File: src/shared/tmr8_pkg.sv
// Functional notes
// - Tick from io_tick input unless async select
// - Counter clears, counts up or down; flags
// - Source select zero stops the counter
// - Count value readable and writable anytime
// - Software count write beats clear/count
// - Three-bit waveform mode split A/B
// - Compare match sets flag next tick
// - Flags clear on service or write-one
// - Compare double buffered in PWM only
// - Software reaches buffer or active register
// - Force strobe updates output outside PWM modes only, no flag
// - Count write blocks next-tick matches
// - Output state kept across mode change
// - Output action bits apply immediately
// - Nonzero action overrides port, direction kept
// - Action zero leaves output unchanged
// - Action bits never alter counting
// - Normal mode counts up, wraps 0xFF
// - Overflow set when count becomes zero, in CTC only on a wrap from 0xFF
// - Bottom zero, max 0xFF, top per mode
// - Per-source flag and mask bit
`default_nettype none

package tmr8_pkg;
    // Register offsets
    localparam logic [3:0] ADDR_CTRL_A = 4'h0;
    localparam logic [3:0] ADDR_CTRL_B = 4'h1;
    localparam logic [3:0] ADDR_COUNT = 4'h2;
    localparam logic [3:0] ADDR_CMP_A = 4'h3;
    localparam logic [3:0] ADDR_CMP_B = 4'h4;
    localparam logic [3:0] ADDR_MASK = 4'h5;
    localparam logic [3:0] ADDR_FLAGS = 4'h6;
    localparam logic [3:0] ADDR_ASYNC = 4'h7;
    // Control A fields
    localparam int ACT_A_LSB = 6;
    localparam int ACT_B_LSB = 4;
    localparam int WGM_LO_LSB = 0;
    // Control B fields
    localparam int FORCE_A_BIT = 7;
    localparam int FORCE_B_BIT = 6;
    localparam int WGM_HI_BIT = 3;
    localparam int CS_LSB = 0;
    // Flag and mask bits
    localparam int OVF_BIT = 0;
    localparam int MFA_BIT = 1;
    localparam int MFB_BIT = 2;
    // Async register bit
    localparam int ASYNC_BIT = 3;
    // Values
    localparam logic [7:0] BOTTOM_VAL = 8'h00;
    localparam logic [7:0] MAX_VAL = 8'hFF;
    localparam logic [7:0] RESET_BYTE = 8'h00;
    localparam logic [2:0] WGM_NORMAL = 3'h0;
    localparam logic [2:0] WGM_PC_MAX = 3'h1;
    localparam logic [2:0] WGM_CTC = 3'h2;
    localparam logic [2:0] WGM_FAST_MAX = 3'h3;
    localparam logic [2:0] WGM_PC_CMP = 3'h5;
    localparam logic [2:0] WGM_FAST_CMP = 3'h7;
    localparam logic [1:0] ACT_NONE = 2'h0;
    localparam logic [1:0] ACT_TOGGLE = 2'h1;
    localparam logic [1:0] ACT_CLEAR = 2'h2;
    localparam logic [1:0] ACT_SET = 2'h3;
endpackage : tmr8_pkg

`default_nettype wire

File: src/core/tmr8_core.sv
// Implementation choices: the address map and the address-and-strobe port.
`default_nettype none

module tmr8_core
(
    input wire logic sys_clk,
    input wire logic rst_n,
    input wire logic clk_en,
    input wire logic [3:0] reg_addr,
    input wire logic [7:0] reg_wdata,
    input wire logic reg_wr,
    input wire logic reg_rd,
    output logic [7:0] reg_rdata,
    input wire logic io_tick,
    input wire logic crystal_pin_in,
    input wire logic ovf_serviced,
    input wire logic match_a_serviced,
    input wire logic match_b_serviced,
    input wire logic [1:0] port_value,
    input wire logic [1:0] compare_pin_direction,
    output logic [1:0] pin_out,
    output logic [1:0] pin_oe_n,
    output logic [1:0] compare_out,
    output logic overflow_irq,
    output logic match_a_irq,
    output logic match_b_irq
);
    logic [7:0] ctrl_a_reg;
    logic [2:0] ctrl_b_reg;
    logic wgm_hi_reg;
    logic async_clock_select_reg;
    logic [7:0] count_value_reg;
    logic [7:0] count_value_next;
    logic [7:0] cmp_active_a_reg;
    logic [7:0] cmp_active_b_reg;
    logic [7:0] cmp_buf_a_reg;
    logic [7:0] cmp_buf_b_reg;
    logic [2:0] mask_reg;
    logic [2:0] flag_reg;
    logic [1:0] compare_out_reg;
    logic down_reg;
    logic block_reg;
    logic [7:0] rdata_reg;
    logic xtal_s1_reg;
    logic xtal_s2_reg;
    logic xtal_d_reg;
    logic io_s1_reg;
    logic io_s2_reg;
    logic [2:0] waveform_mode;
    logic [1:0] act_a;
    logic [1:0] act_b;
    logic pwm_mode;
    logic fast_mode;
    logic pc_mode;
    logic [7:0] top_val;
    logic timer_tick;
    logic wr_count;
    logic force_a;
    logic force_b;
    logic match_a;
    logic match_b;
    logic at_top;
    logic at_bottom;
    logic upd_point;
    logic ovf_set;

    // Mode field split over two control registers
    assign waveform_mode = {wgm_hi_reg, ctrl_a_reg[tmr8_pkg::WGM_LO_LSB +: 2]};
    assign act_a = ctrl_a_reg[tmr8_pkg::ACT_A_LSB +: 2];
    assign act_b = ctrl_a_reg[tmr8_pkg::ACT_B_LSB +: 2];
    assign fast_mode = (waveform_mode == tmr8_pkg::WGM_FAST_MAX) || (waveform_mode == tmr8_pkg::WGM_FAST_CMP);
    assign pc_mode = (waveform_mode == tmr8_pkg::WGM_PC_MAX) || (waveform_mode == tmr8_pkg::WGM_PC_CMP);
    assign pwm_mode = fast_mode || pc_mode;

    // Top is max or active compare A depending on mode
    assign top_val = ((waveform_mode == tmr8_pkg::WGM_CTC) || (waveform_mode == tmr8_pkg::WGM_PC_CMP)
                     || (waveform_mode == tmr8_pkg::WGM_FAST_CMP)) ? cmp_active_a_reg : tmr8_pkg::MAX_VAL;
    assign at_top = (count_value_reg == top_val);
    assign at_bottom = (count_value_reg == tmr8_pkg::BOTTOM_VAL);

    // Tick sources pass two flops; crystal edges detected after the sync pair
    always_ff @(posedge sys_clk or negedge rst_n)
    begin
        if (!rst_n)
        begin
            xtal_s1_reg <= 1'b0;
            xtal_s2_reg <= 1'b0;
            xtal_d_reg <= 1'b0;
            io_s1_reg <= 1'b0;
            io_s2_reg <= 1'b0;
        end
        else if (clk_en)
        begin
            xtal_s1_reg <= crystal_pin_in;
            xtal_s2_reg <= xtal_s1_reg;
            xtal_d_reg <= xtal_s2_reg;
            io_s1_reg <= io_tick;
            io_s2_reg <= io_s1_reg;
        end
    end

    // Tick select; source field zero stops the timer
    assign timer_tick = (ctrl_b_reg != 3'h0) &&
                        (async_clock_select_reg ? (xtal_s2_reg && !xtal_d_reg) : io_s2_reg);

    assign wr_count = reg_wr && (reg_addr == tmr8_pkg::ADDR_COUNT);
    // Force strobes hold no state and work only outside PWM
    assign force_a = reg_wr && (reg_addr == tmr8_pkg::ADDR_CTRL_B) && reg_wdata[tmr8_pkg::FORCE_A_BIT] && !pwm_mode;
    assign force_b = reg_wr && (reg_addr == tmr8_pkg::ADDR_CTRL_B) && reg_wdata[tmr8_pkg::FORCE_B_BIT] && !pwm_mode;

    // Matches counted only on a tick and not right after a count write
    assign match_a = timer_tick && !block_reg && (count_value_reg == cmp_active_a_reg);
    assign match_b = timer_tick && !block_reg && (count_value_reg == cmp_active_b_reg);

    // Buffer transfer at top for fast PWM, at bottom for phase correct
    assign upd_point = timer_tick && ((fast_mode && at_top) || (pc_mode && at_bottom));

    // Next count; action bits play no part here
    always_comb
    begin
        count_value_next = count_value_reg;
        if (waveform_mode == tmr8_pkg::WGM_NORMAL)
            count_value_next = 8'(count_value_reg + 8'h01);
        else if (pc_mode)
        begin
            if (down_reg)
                count_value_next = at_bottom ? 8'h01 : 8'(count_value_reg - 8'h01);
            else
                count_value_next = at_top ? 8'(count_value_reg - 8'h01) : 8'(count_value_reg + 8'h01);
        end
        else
            count_value_next = at_top ? tmr8_pkg::BOTTOM_VAL : 8'(count_value_reg + 8'h01);
    end

    // Overflow condition per mode
    assign ovf_set = timer_tick && (pc_mode ? (down_reg && count_value_next == tmr8_pkg::BOTTOM_VAL)
                     : fast_mode ? at_top : (count_value_reg == tmr8_pkg::MAX_VAL));

    // Counter and direction; software write wins
    always_ff @(posedge sys_clk or negedge rst_n)
    begin
        if (!rst_n)
        begin
            count_value_reg <= tmr8_pkg::RESET_BYTE;
            down_reg <= 1'b0;
        end
        else if (clk_en)
        begin
            if (wr_count)
                count_value_reg <= reg_wdata;
            else if (timer_tick)
                count_value_reg <= count_value_next;
            if (!pc_mode)
                down_reg <= 1'b0;
            else if (timer_tick && at_top)
                down_reg <= 1'b1;
            else if (timer_tick && at_bottom)
                down_reg <= 1'b0;
        end
    end

    // Blocking window lasts until the next tick, even when stopped
    always_ff @(posedge sys_clk or negedge rst_n)
    begin
        if (!rst_n)
            block_reg <= 1'b0;
        else if (clk_en)
        begin
            if (wr_count)
                block_reg <= 1'b1;
            else if (timer_tick)
                block_reg <= 1'b0;
        end
    end

    // Control and mask registers; action bits used directly
    always_ff @(posedge sys_clk or negedge rst_n)
    begin
        if (!rst_n)
        begin
            ctrl_a_reg <= tmr8_pkg::RESET_BYTE;
            ctrl_b_reg <= 3'h0;
            wgm_hi_reg <= 1'b0;
            async_clock_select_reg <= 1'b0;
            mask_reg <= 3'h0;
        end
        else if (clk_en && reg_wr)
        begin
            case (reg_addr)
                tmr8_pkg::ADDR_CTRL_A: ctrl_a_reg <= reg_wdata;
                tmr8_pkg::ADDR_CTRL_B:
                begin
                    ctrl_b_reg <= reg_wdata[tmr8_pkg::CS_LSB +: 3];
                    wgm_hi_reg <= reg_wdata[tmr8_pkg::WGM_HI_BIT];
                end
                tmr8_pkg::ADDR_ASYNC: async_clock_select_reg <= reg_wdata[tmr8_pkg::ASYNC_BIT];
                tmr8_pkg::ADDR_MASK: mask_reg <= reg_wdata[2:0];
                default: ;
            endcase
        end
    end

    // Compare registers: buffer in PWM, direct otherwise
    always_ff @(posedge sys_clk or negedge rst_n)
    begin
        if (!rst_n)
        begin
            cmp_active_a_reg <= tmr8_pkg::RESET_BYTE;
            cmp_active_b_reg <= tmr8_pkg::RESET_BYTE;
            cmp_buf_a_reg <= tmr8_pkg::RESET_BYTE;
            cmp_buf_b_reg <= tmr8_pkg::RESET_BYTE;
        end
        else if (clk_en)
        begin
            if (reg_wr && reg_addr == tmr8_pkg::ADDR_CMP_A)
            begin
                cmp_buf_a_reg <= reg_wdata;
                if (!pwm_mode)
                    cmp_active_a_reg <= reg_wdata;
            end
            if (reg_wr && reg_addr == tmr8_pkg::ADDR_CMP_B)
            begin
                cmp_buf_b_reg <= reg_wdata;
                if (!pwm_mode)
                    cmp_active_b_reg <= reg_wdata;
            end
            if (pwm_mode && upd_point)
            begin
                cmp_active_a_reg <= cmp_buf_a_reg;
                cmp_active_b_reg <= cmp_buf_b_reg;
            end
        end
    end

    // Sticky flags: hardware set wins over write-one or service clear
    always_ff @(posedge sys_clk or negedge rst_n)
    begin
        if (!rst_n)
            flag_reg <= 3'h0;
        else if (clk_en)
        begin
            for (int i = 0; i < 3; i++)
            begin
                if ((reg_wr && reg_addr == tmr8_pkg::ADDR_FLAGS && reg_wdata[i])
                    || (i == tmr8_pkg::OVF_BIT && ovf_serviced)
                    || (i == tmr8_pkg::MFA_BIT && match_a_serviced)
                    || (i == tmr8_pkg::MFB_BIT && match_b_serviced))
                    flag_reg[i] <= 1'b0;
            end
            if (ovf_set)
                flag_reg[tmr8_pkg::OVF_BIT] <= 1'b1;
            if (match_a)
                flag_reg[tmr8_pkg::MFA_BIT] <= 1'b1;
            if (match_b)
                flag_reg[tmr8_pkg::MFB_BIT] <= 1'b1;
        end
    end

    // Output action for one channel on a match or forced match
    function automatic logic cmp_next(input logic cur, input logic [1:0] act, input logic pwm,
                                      input logic down, input logic hit, input logic at_reload);
        logic r;
        r = cur;
        if (act != tmr8_pkg::ACT_NONE)
        begin
            if (!pwm)
            begin
                if (hit)
                    r = (act == tmr8_pkg::ACT_TOGGLE) ? !cur : (act == tmr8_pkg::ACT_SET);
            end
            else if (act[1])
            begin
                // Inverted when low action bit set
                if (hit)
                    r = act[0] ^ down ^ 1'b0;
                else if (at_reload)
                    r = !act[0];
            end
            else if (hit)
                r = !cur;
        end
        return r;
    endfunction : cmp_next

    // Output state registers; never reset by a mode change
    always_ff @(posedge sys_clk or negedge rst_n)
    begin
        if (!rst_n)
            compare_out_reg <= 2'h0;
        else if (clk_en)
        begin
            compare_out_reg[0] <= cmp_next(compare_out_reg[0], act_a, pwm_mode, down_reg,
                                           match_a || force_a, timer_tick && fast_mode && at_top);
            compare_out_reg[1] <= cmp_next(compare_out_reg[1], act_b, pwm_mode, down_reg,
                                           match_b || force_b, timer_tick && fast_mode && at_top);
        end
    end

    // Read data registered one cycle later; force bits read zero
    always_ff @(posedge sys_clk or negedge rst_n)
    begin
        if (!rst_n)
            rdata_reg <= tmr8_pkg::RESET_BYTE;
        else if (clk_en)
        begin
            if (reg_rd)
            begin
                case (reg_addr)
                    tmr8_pkg::ADDR_CTRL_A: rdata_reg <= ctrl_a_reg;
                    tmr8_pkg::ADDR_CTRL_B: rdata_reg <= {4'h0, wgm_hi_reg, ctrl_b_reg};
                    tmr8_pkg::ADDR_COUNT: rdata_reg <= count_value_reg;
                    tmr8_pkg::ADDR_CMP_A: rdata_reg <= pwm_mode ? cmp_buf_a_reg : cmp_active_a_reg;
                    tmr8_pkg::ADDR_CMP_B: rdata_reg <= pwm_mode ? cmp_buf_b_reg : cmp_active_b_reg;
                    tmr8_pkg::ADDR_MASK: rdata_reg <= {5'h00, mask_reg};
                    tmr8_pkg::ADDR_FLAGS: rdata_reg <= {5'h00, flag_reg};
                    tmr8_pkg::ADDR_ASYNC: rdata_reg <= {4'h0, async_clock_select_reg, 3'h0};
                    default: rdata_reg <= tmr8_pkg::RESET_BYTE;
                endcase
            end
            else
                rdata_reg <= tmr8_pkg::RESET_BYTE;
        end
    end

    assign reg_rdata = rdata_reg;
    assign compare_out = compare_out_reg;

    // Pin override by compare output; direction stays with port
    assign pin_out[0] = (act_a != tmr8_pkg::ACT_NONE) ? compare_out_reg[0] : port_value[0];
    assign pin_out[1] = (act_b != tmr8_pkg::ACT_NONE) ? compare_out_reg[1] : port_value[1];
    assign pin_oe_n = ~compare_pin_direction;

    // Masked interrupt requests
    assign overflow_irq = flag_reg[tmr8_pkg::OVF_BIT] && mask_reg[tmr8_pkg::OVF_BIT];
    assign match_a_irq = flag_reg[tmr8_pkg::MFA_BIT] && mask_reg[tmr8_pkg::MFA_BIT];
    assign match_b_irq = flag_reg[tmr8_pkg::MFB_BIT] && mask_reg[tmr8_pkg::MFB_BIT];
endmodule : tmr8_core

`default_nettype wire

File: config.mk
export PLATFORM = sky130hd
export DESIGN_NAME = tmr8_core
export DESIGN_NICKNAME = d
export VERILOG_FILES = /design/src/shared/tmr8_pkg.sv /design/src/core/tmr8_core.sv
export SDC_FILE = /design/constraint.sdc
export NUM_CORES = 1
export LEC_CHECK = 0
export ABC_CLOCK_PERIOD_IN_PS = 2500
export BUFFER_PORTS_ARGS = -buffer_cell sky130_fd_sc_hd__buf_2
export CAP_MARGIN = 20
export CORE_MARGIN = 2
export CORE_UTILIZATION = 35
export CTS_CLUSTER_DIAMETER = 100
export DETAILED_ROUTE_END_ITERATION = 6
export PLACE_DENSITY_LB_ADDON = 0.05
export SYNTH_ARGS = -nofsm -noshare
export SYNTH_HDL_FRONTEND = slang
export SYNTH_SLANG_ARGS = --single-unit
File: constraint.sdc
create_clock -name sys_clk -period 2.5 [get_ports sys_clk]
set_input_delay 0.25 -clock sys_clk [delete_from_list [all_inputs] [get_ports sys_clk]]
set_output_delay 0.25 -clock sys_clk [all_outputs]
set_load 0.1 [all_outputs]
==> key figures <==
Synthesis
  • Cell taking the most area after synthesis: dfrtp_1
  • Post-synth EDFFs: 0
  • Ys flop type: dfrtp_1
  • Yosys cell types: around 70
  • Synthesized area: between 0.004 and 0.005 sq mm
  • Yosys Warn Count: 0
  • Post-synthesis cell count: a little under 500
  • Syn_area_per_cell: approximately 9.6 sq um
  • Number of synthesized register bits: 76
  • Syn nets: 518
  • Top cells by area, synth: dfrtp_1 40%, mux2_2 11%, mux2i_1 6.4%
  • Sequential area share after synthesis: about two fifths
  • Synth top area share: 40.34%
  • Asr flop ratio synth: 100.0%

STA
  • Slew HR: about two fifths
  • Clk_skew: between 7 and 8 ps
  • Hold Violations, Final: 0
  • Worst Max-Slew Pin Slew: 922.5 ps
  • Max Clock Freq: between 400 and 500 MHz
  • Final period utilization: between 90 and 100%
  • Final setup vio count: 0
  • Tmin final: ~2500 ps
  • RSZ-0062 raised after global routing: yes
  • Final Max Tran Viols: 0
  • Post-route setup TNS: 0 ps
  • Final Hold Slack: between 100 and 150 ps

Drt
  • Avg WL per Cell: between 20 and 25 um
  • Detail Route Antenna Nets: 0
  • DRC: 0
  • DRT iter0 DRCs: 259
  • Vias per cell: about 5.5
  • First-pass detailed-route iteration total: 4
  • Final WL: around 16000 um
  • Via count: 4211

Placement
  • Global placer's final weighted congestion: between 0.8 and 0.9
  • Final HPWL DP: between 10000 and 15000 um
  • Placed Area: around 0.0055 sq mm
  • PortBufs: between 40 and 50
  • Placed cells: 743

Floorplanning
  • Core Box Area: roughly 0.013 sq mm
  • Die footprint: 0.01441 sq mm
  • Core Rows: 42
  • I/O pin cnt: 43
  • Die height: 120.1 um
  • Die W: around 120 um
  • Initial core utilization: 35.74%

Min path
  • Worst Hold Path EP: xtal_s1_reg
  • Min-delay worst type: input port to flip-flop
  • HP Start: crystal_pin_in
  • Hold Path Stages: 2

Layout
  • Multi-input gate area: 0.002800 sq mm
  • Sequential cell area: between 0.0015 and 0.002 sq mm
  • Cell Count, Final, Fillers Out: around 770
  • Ant. Diodes: 0
  • # fillers: between 1000 and 1500
  • Most common cell after layout, fill and taps aside: dfrtp_1
  • Most frequent cells in the layout: 75 x dfrtp_1, 59 x buf_4, 44 x mux2_2, 41 x buf_2, 37 x nand2_1
  • Area Overhead vs Synth: 29.67%
  • Nets: around 610
  • Final Cell Area: 0.006113 sq mm
  • Share of post-route cells with drive strength above 1: a little under two fifths

Global routing
  • Number of global-route vias before repair: around 4300
  • GR Overflow Total: 0
  • Largest net degree at the start of global routing: 42
  • First-pass GRT wire length: ~25000 um
  • Initial antenna violation count: 0
  • GR Util All Layers: between 20% and 30%

Setup path
  • WP data arrival: between 2000 and 3000 ps
  • Worst R2R Start: count_value_reg[5]
  • Worst setup SP type: flip-flop
  • CP max FO: 14
  • Reg2Reg Depth: 10
  • CP Capture Type: flip-flop
  • Reg2reg end: count_value_reg[4]
  • WP data required: 2770 ps
  • Crit Path Category: flip-flop to flip-flop
  • Worst R2R Setup Slack: about 23 ps

Power and ir drop
  • P_sw: roughly 2.3 mW
  • Leakage: around 2.7 nW
  • Peak supply drop: ~0.38 mV
  • Sequential power share: roughly 33%
  • Logic pwr share: around 44%
  • Pwr Density: 937.9 mW/mm^2
  • Sw frac: about two fifths
  • Pwr Total: 5.734 mW
  • Clock Power Share: 23.1%
  • Pint: around 3.4 mW

Clock network
  • Clk sinks: 76
  • Worst-path clk slew: 60 ps
  • Max Buffers Root-to-Sink: 2
  • Htree depth: 3
  • Cts bufs inserted: 9
  • Clock Tree Root: clkbuf_16
  • Clk_lat worst skew: ~350 ps
  • CTS tree: built

Job
  • Max-Cap Viols: 0

Run status
  • Status: completed
[worst max path at each step]
stage / from / end / slack [ps] / cells past startpoint
floorplan: count_value_reg[7] / cmp_active_b_reg[5] / 70 / 11
global placement: count_value_reg[5] / compare_out[1] / -90 / 10
detailed placement: count_value_reg[5] / count_value_reg[4] / -140 / 11
CTS: count_value_reg[7] / cmp_active_b_reg[7] / 3 / 12
global route: count_value_reg[5] / cmp_active_b_reg[3] / -100 / 12
finish: count_value_reg[5] / count_value_reg[4] / 20 / 10
[cell families after synthesis]
| group | count (synthesis) | share of synthesized area, % |
|---|---|---|
| simple gates | 141 | 14.92 |
| compound gates | 135 | 20.33 |
| flops | 76 | 40.34 |
| mux | 74 | 16.88 |
| buf+inv | 49 | 4.591 |
| xor+xnor | 13 | 2.415 |
| fa+ha+maj | 2 | 0.5307 |
[cells in the mapped netlist (all sizes together) (3+ instances only)]
cell type and instances:
dfrtp 76, mux2 44, nand2 38, a21oi 36
nor2 33, mux2i 30, o21ai 28, inv 19
clkbuf 17, nor3 15, buf 13, xnor2 12
nand3 11, nand2b 8, o22ai 8, nor4 7
a221oi 6, a31oi 6, nor2b 6, o211ai 6
o2bb2ai 6, and2 5, or3 5, nand4 4
o221ai 4, a211oi 3, a22oi 3, nor3b 3
o31ai 3
[area by class of cell]
class	count	area share [%]
clock inverter	6	1.064
sequential	76	31.13
clock buffer	10	3.745
multi-input combinational	365	45.80
tap	176	3.602
inverter	19	1.167
timing repair buffer	113	13.49
[metrics by stage]
| stage | setup WS [ps] | utilization, % |
|---|---|---|
| 2_1_floorplan | 66.52 | - |
| 3_3_place_gp | -85.20 | 41.84 |
| 3_5_place_dp | -142.0 | 41.84 |
| 4_1_cts | 2.689 | 44.51 |
| 5_1_grt | -100.6 | 46.35 |
| 6_report | 22.56 | 46.35 |
[power by group through the flow]
stage / combinational [mW] / clock, mW / sequential [mW]
6_report: 2.54 / 1.32 / 1.87
5_1_grt: 2.75 / 1.41 / 1.91
4_1_cts: 2.33 / 1.35 / 1.85
3_5_place_dp: 2.28 / 0 / 1.87
3_3_place_gp: 2.26 / 0 / 1.87
2_1_floorplan: 1.39 / 0 / 1.82
[per-layer routing]
layer,global-route usage [%],share of wire (%)
met5,0,0
met3,2.852,4.0
met4,8.897,2.0
met2,34.38,45
met1,33.55,49
[worst max-delay path, stage by stage, from the launching register on]
cell      delay [ps]
dfrtp_1          360
buf_6            160
nand2_1           80
or4_4            600
a311oi_4         320
buf_6            180
a31oi_4           80
a32oi_2          230
buf_4            160
mux2i_1           60
o21ai_1          150
[what timing repair did]
item | 4_1_cts | 5_1_grt
hold buffers | 1 | 0
resized for setup | 10 | 40
hold endpoints to repair | 39 | 0
gates cloned | 0 | 1
pin swaps | 1 | 13
setup endpoints to repair | 24 | 25
buffers inserted | 0 | 4
No activity file was read; power rests on OpenSTA's default activity.
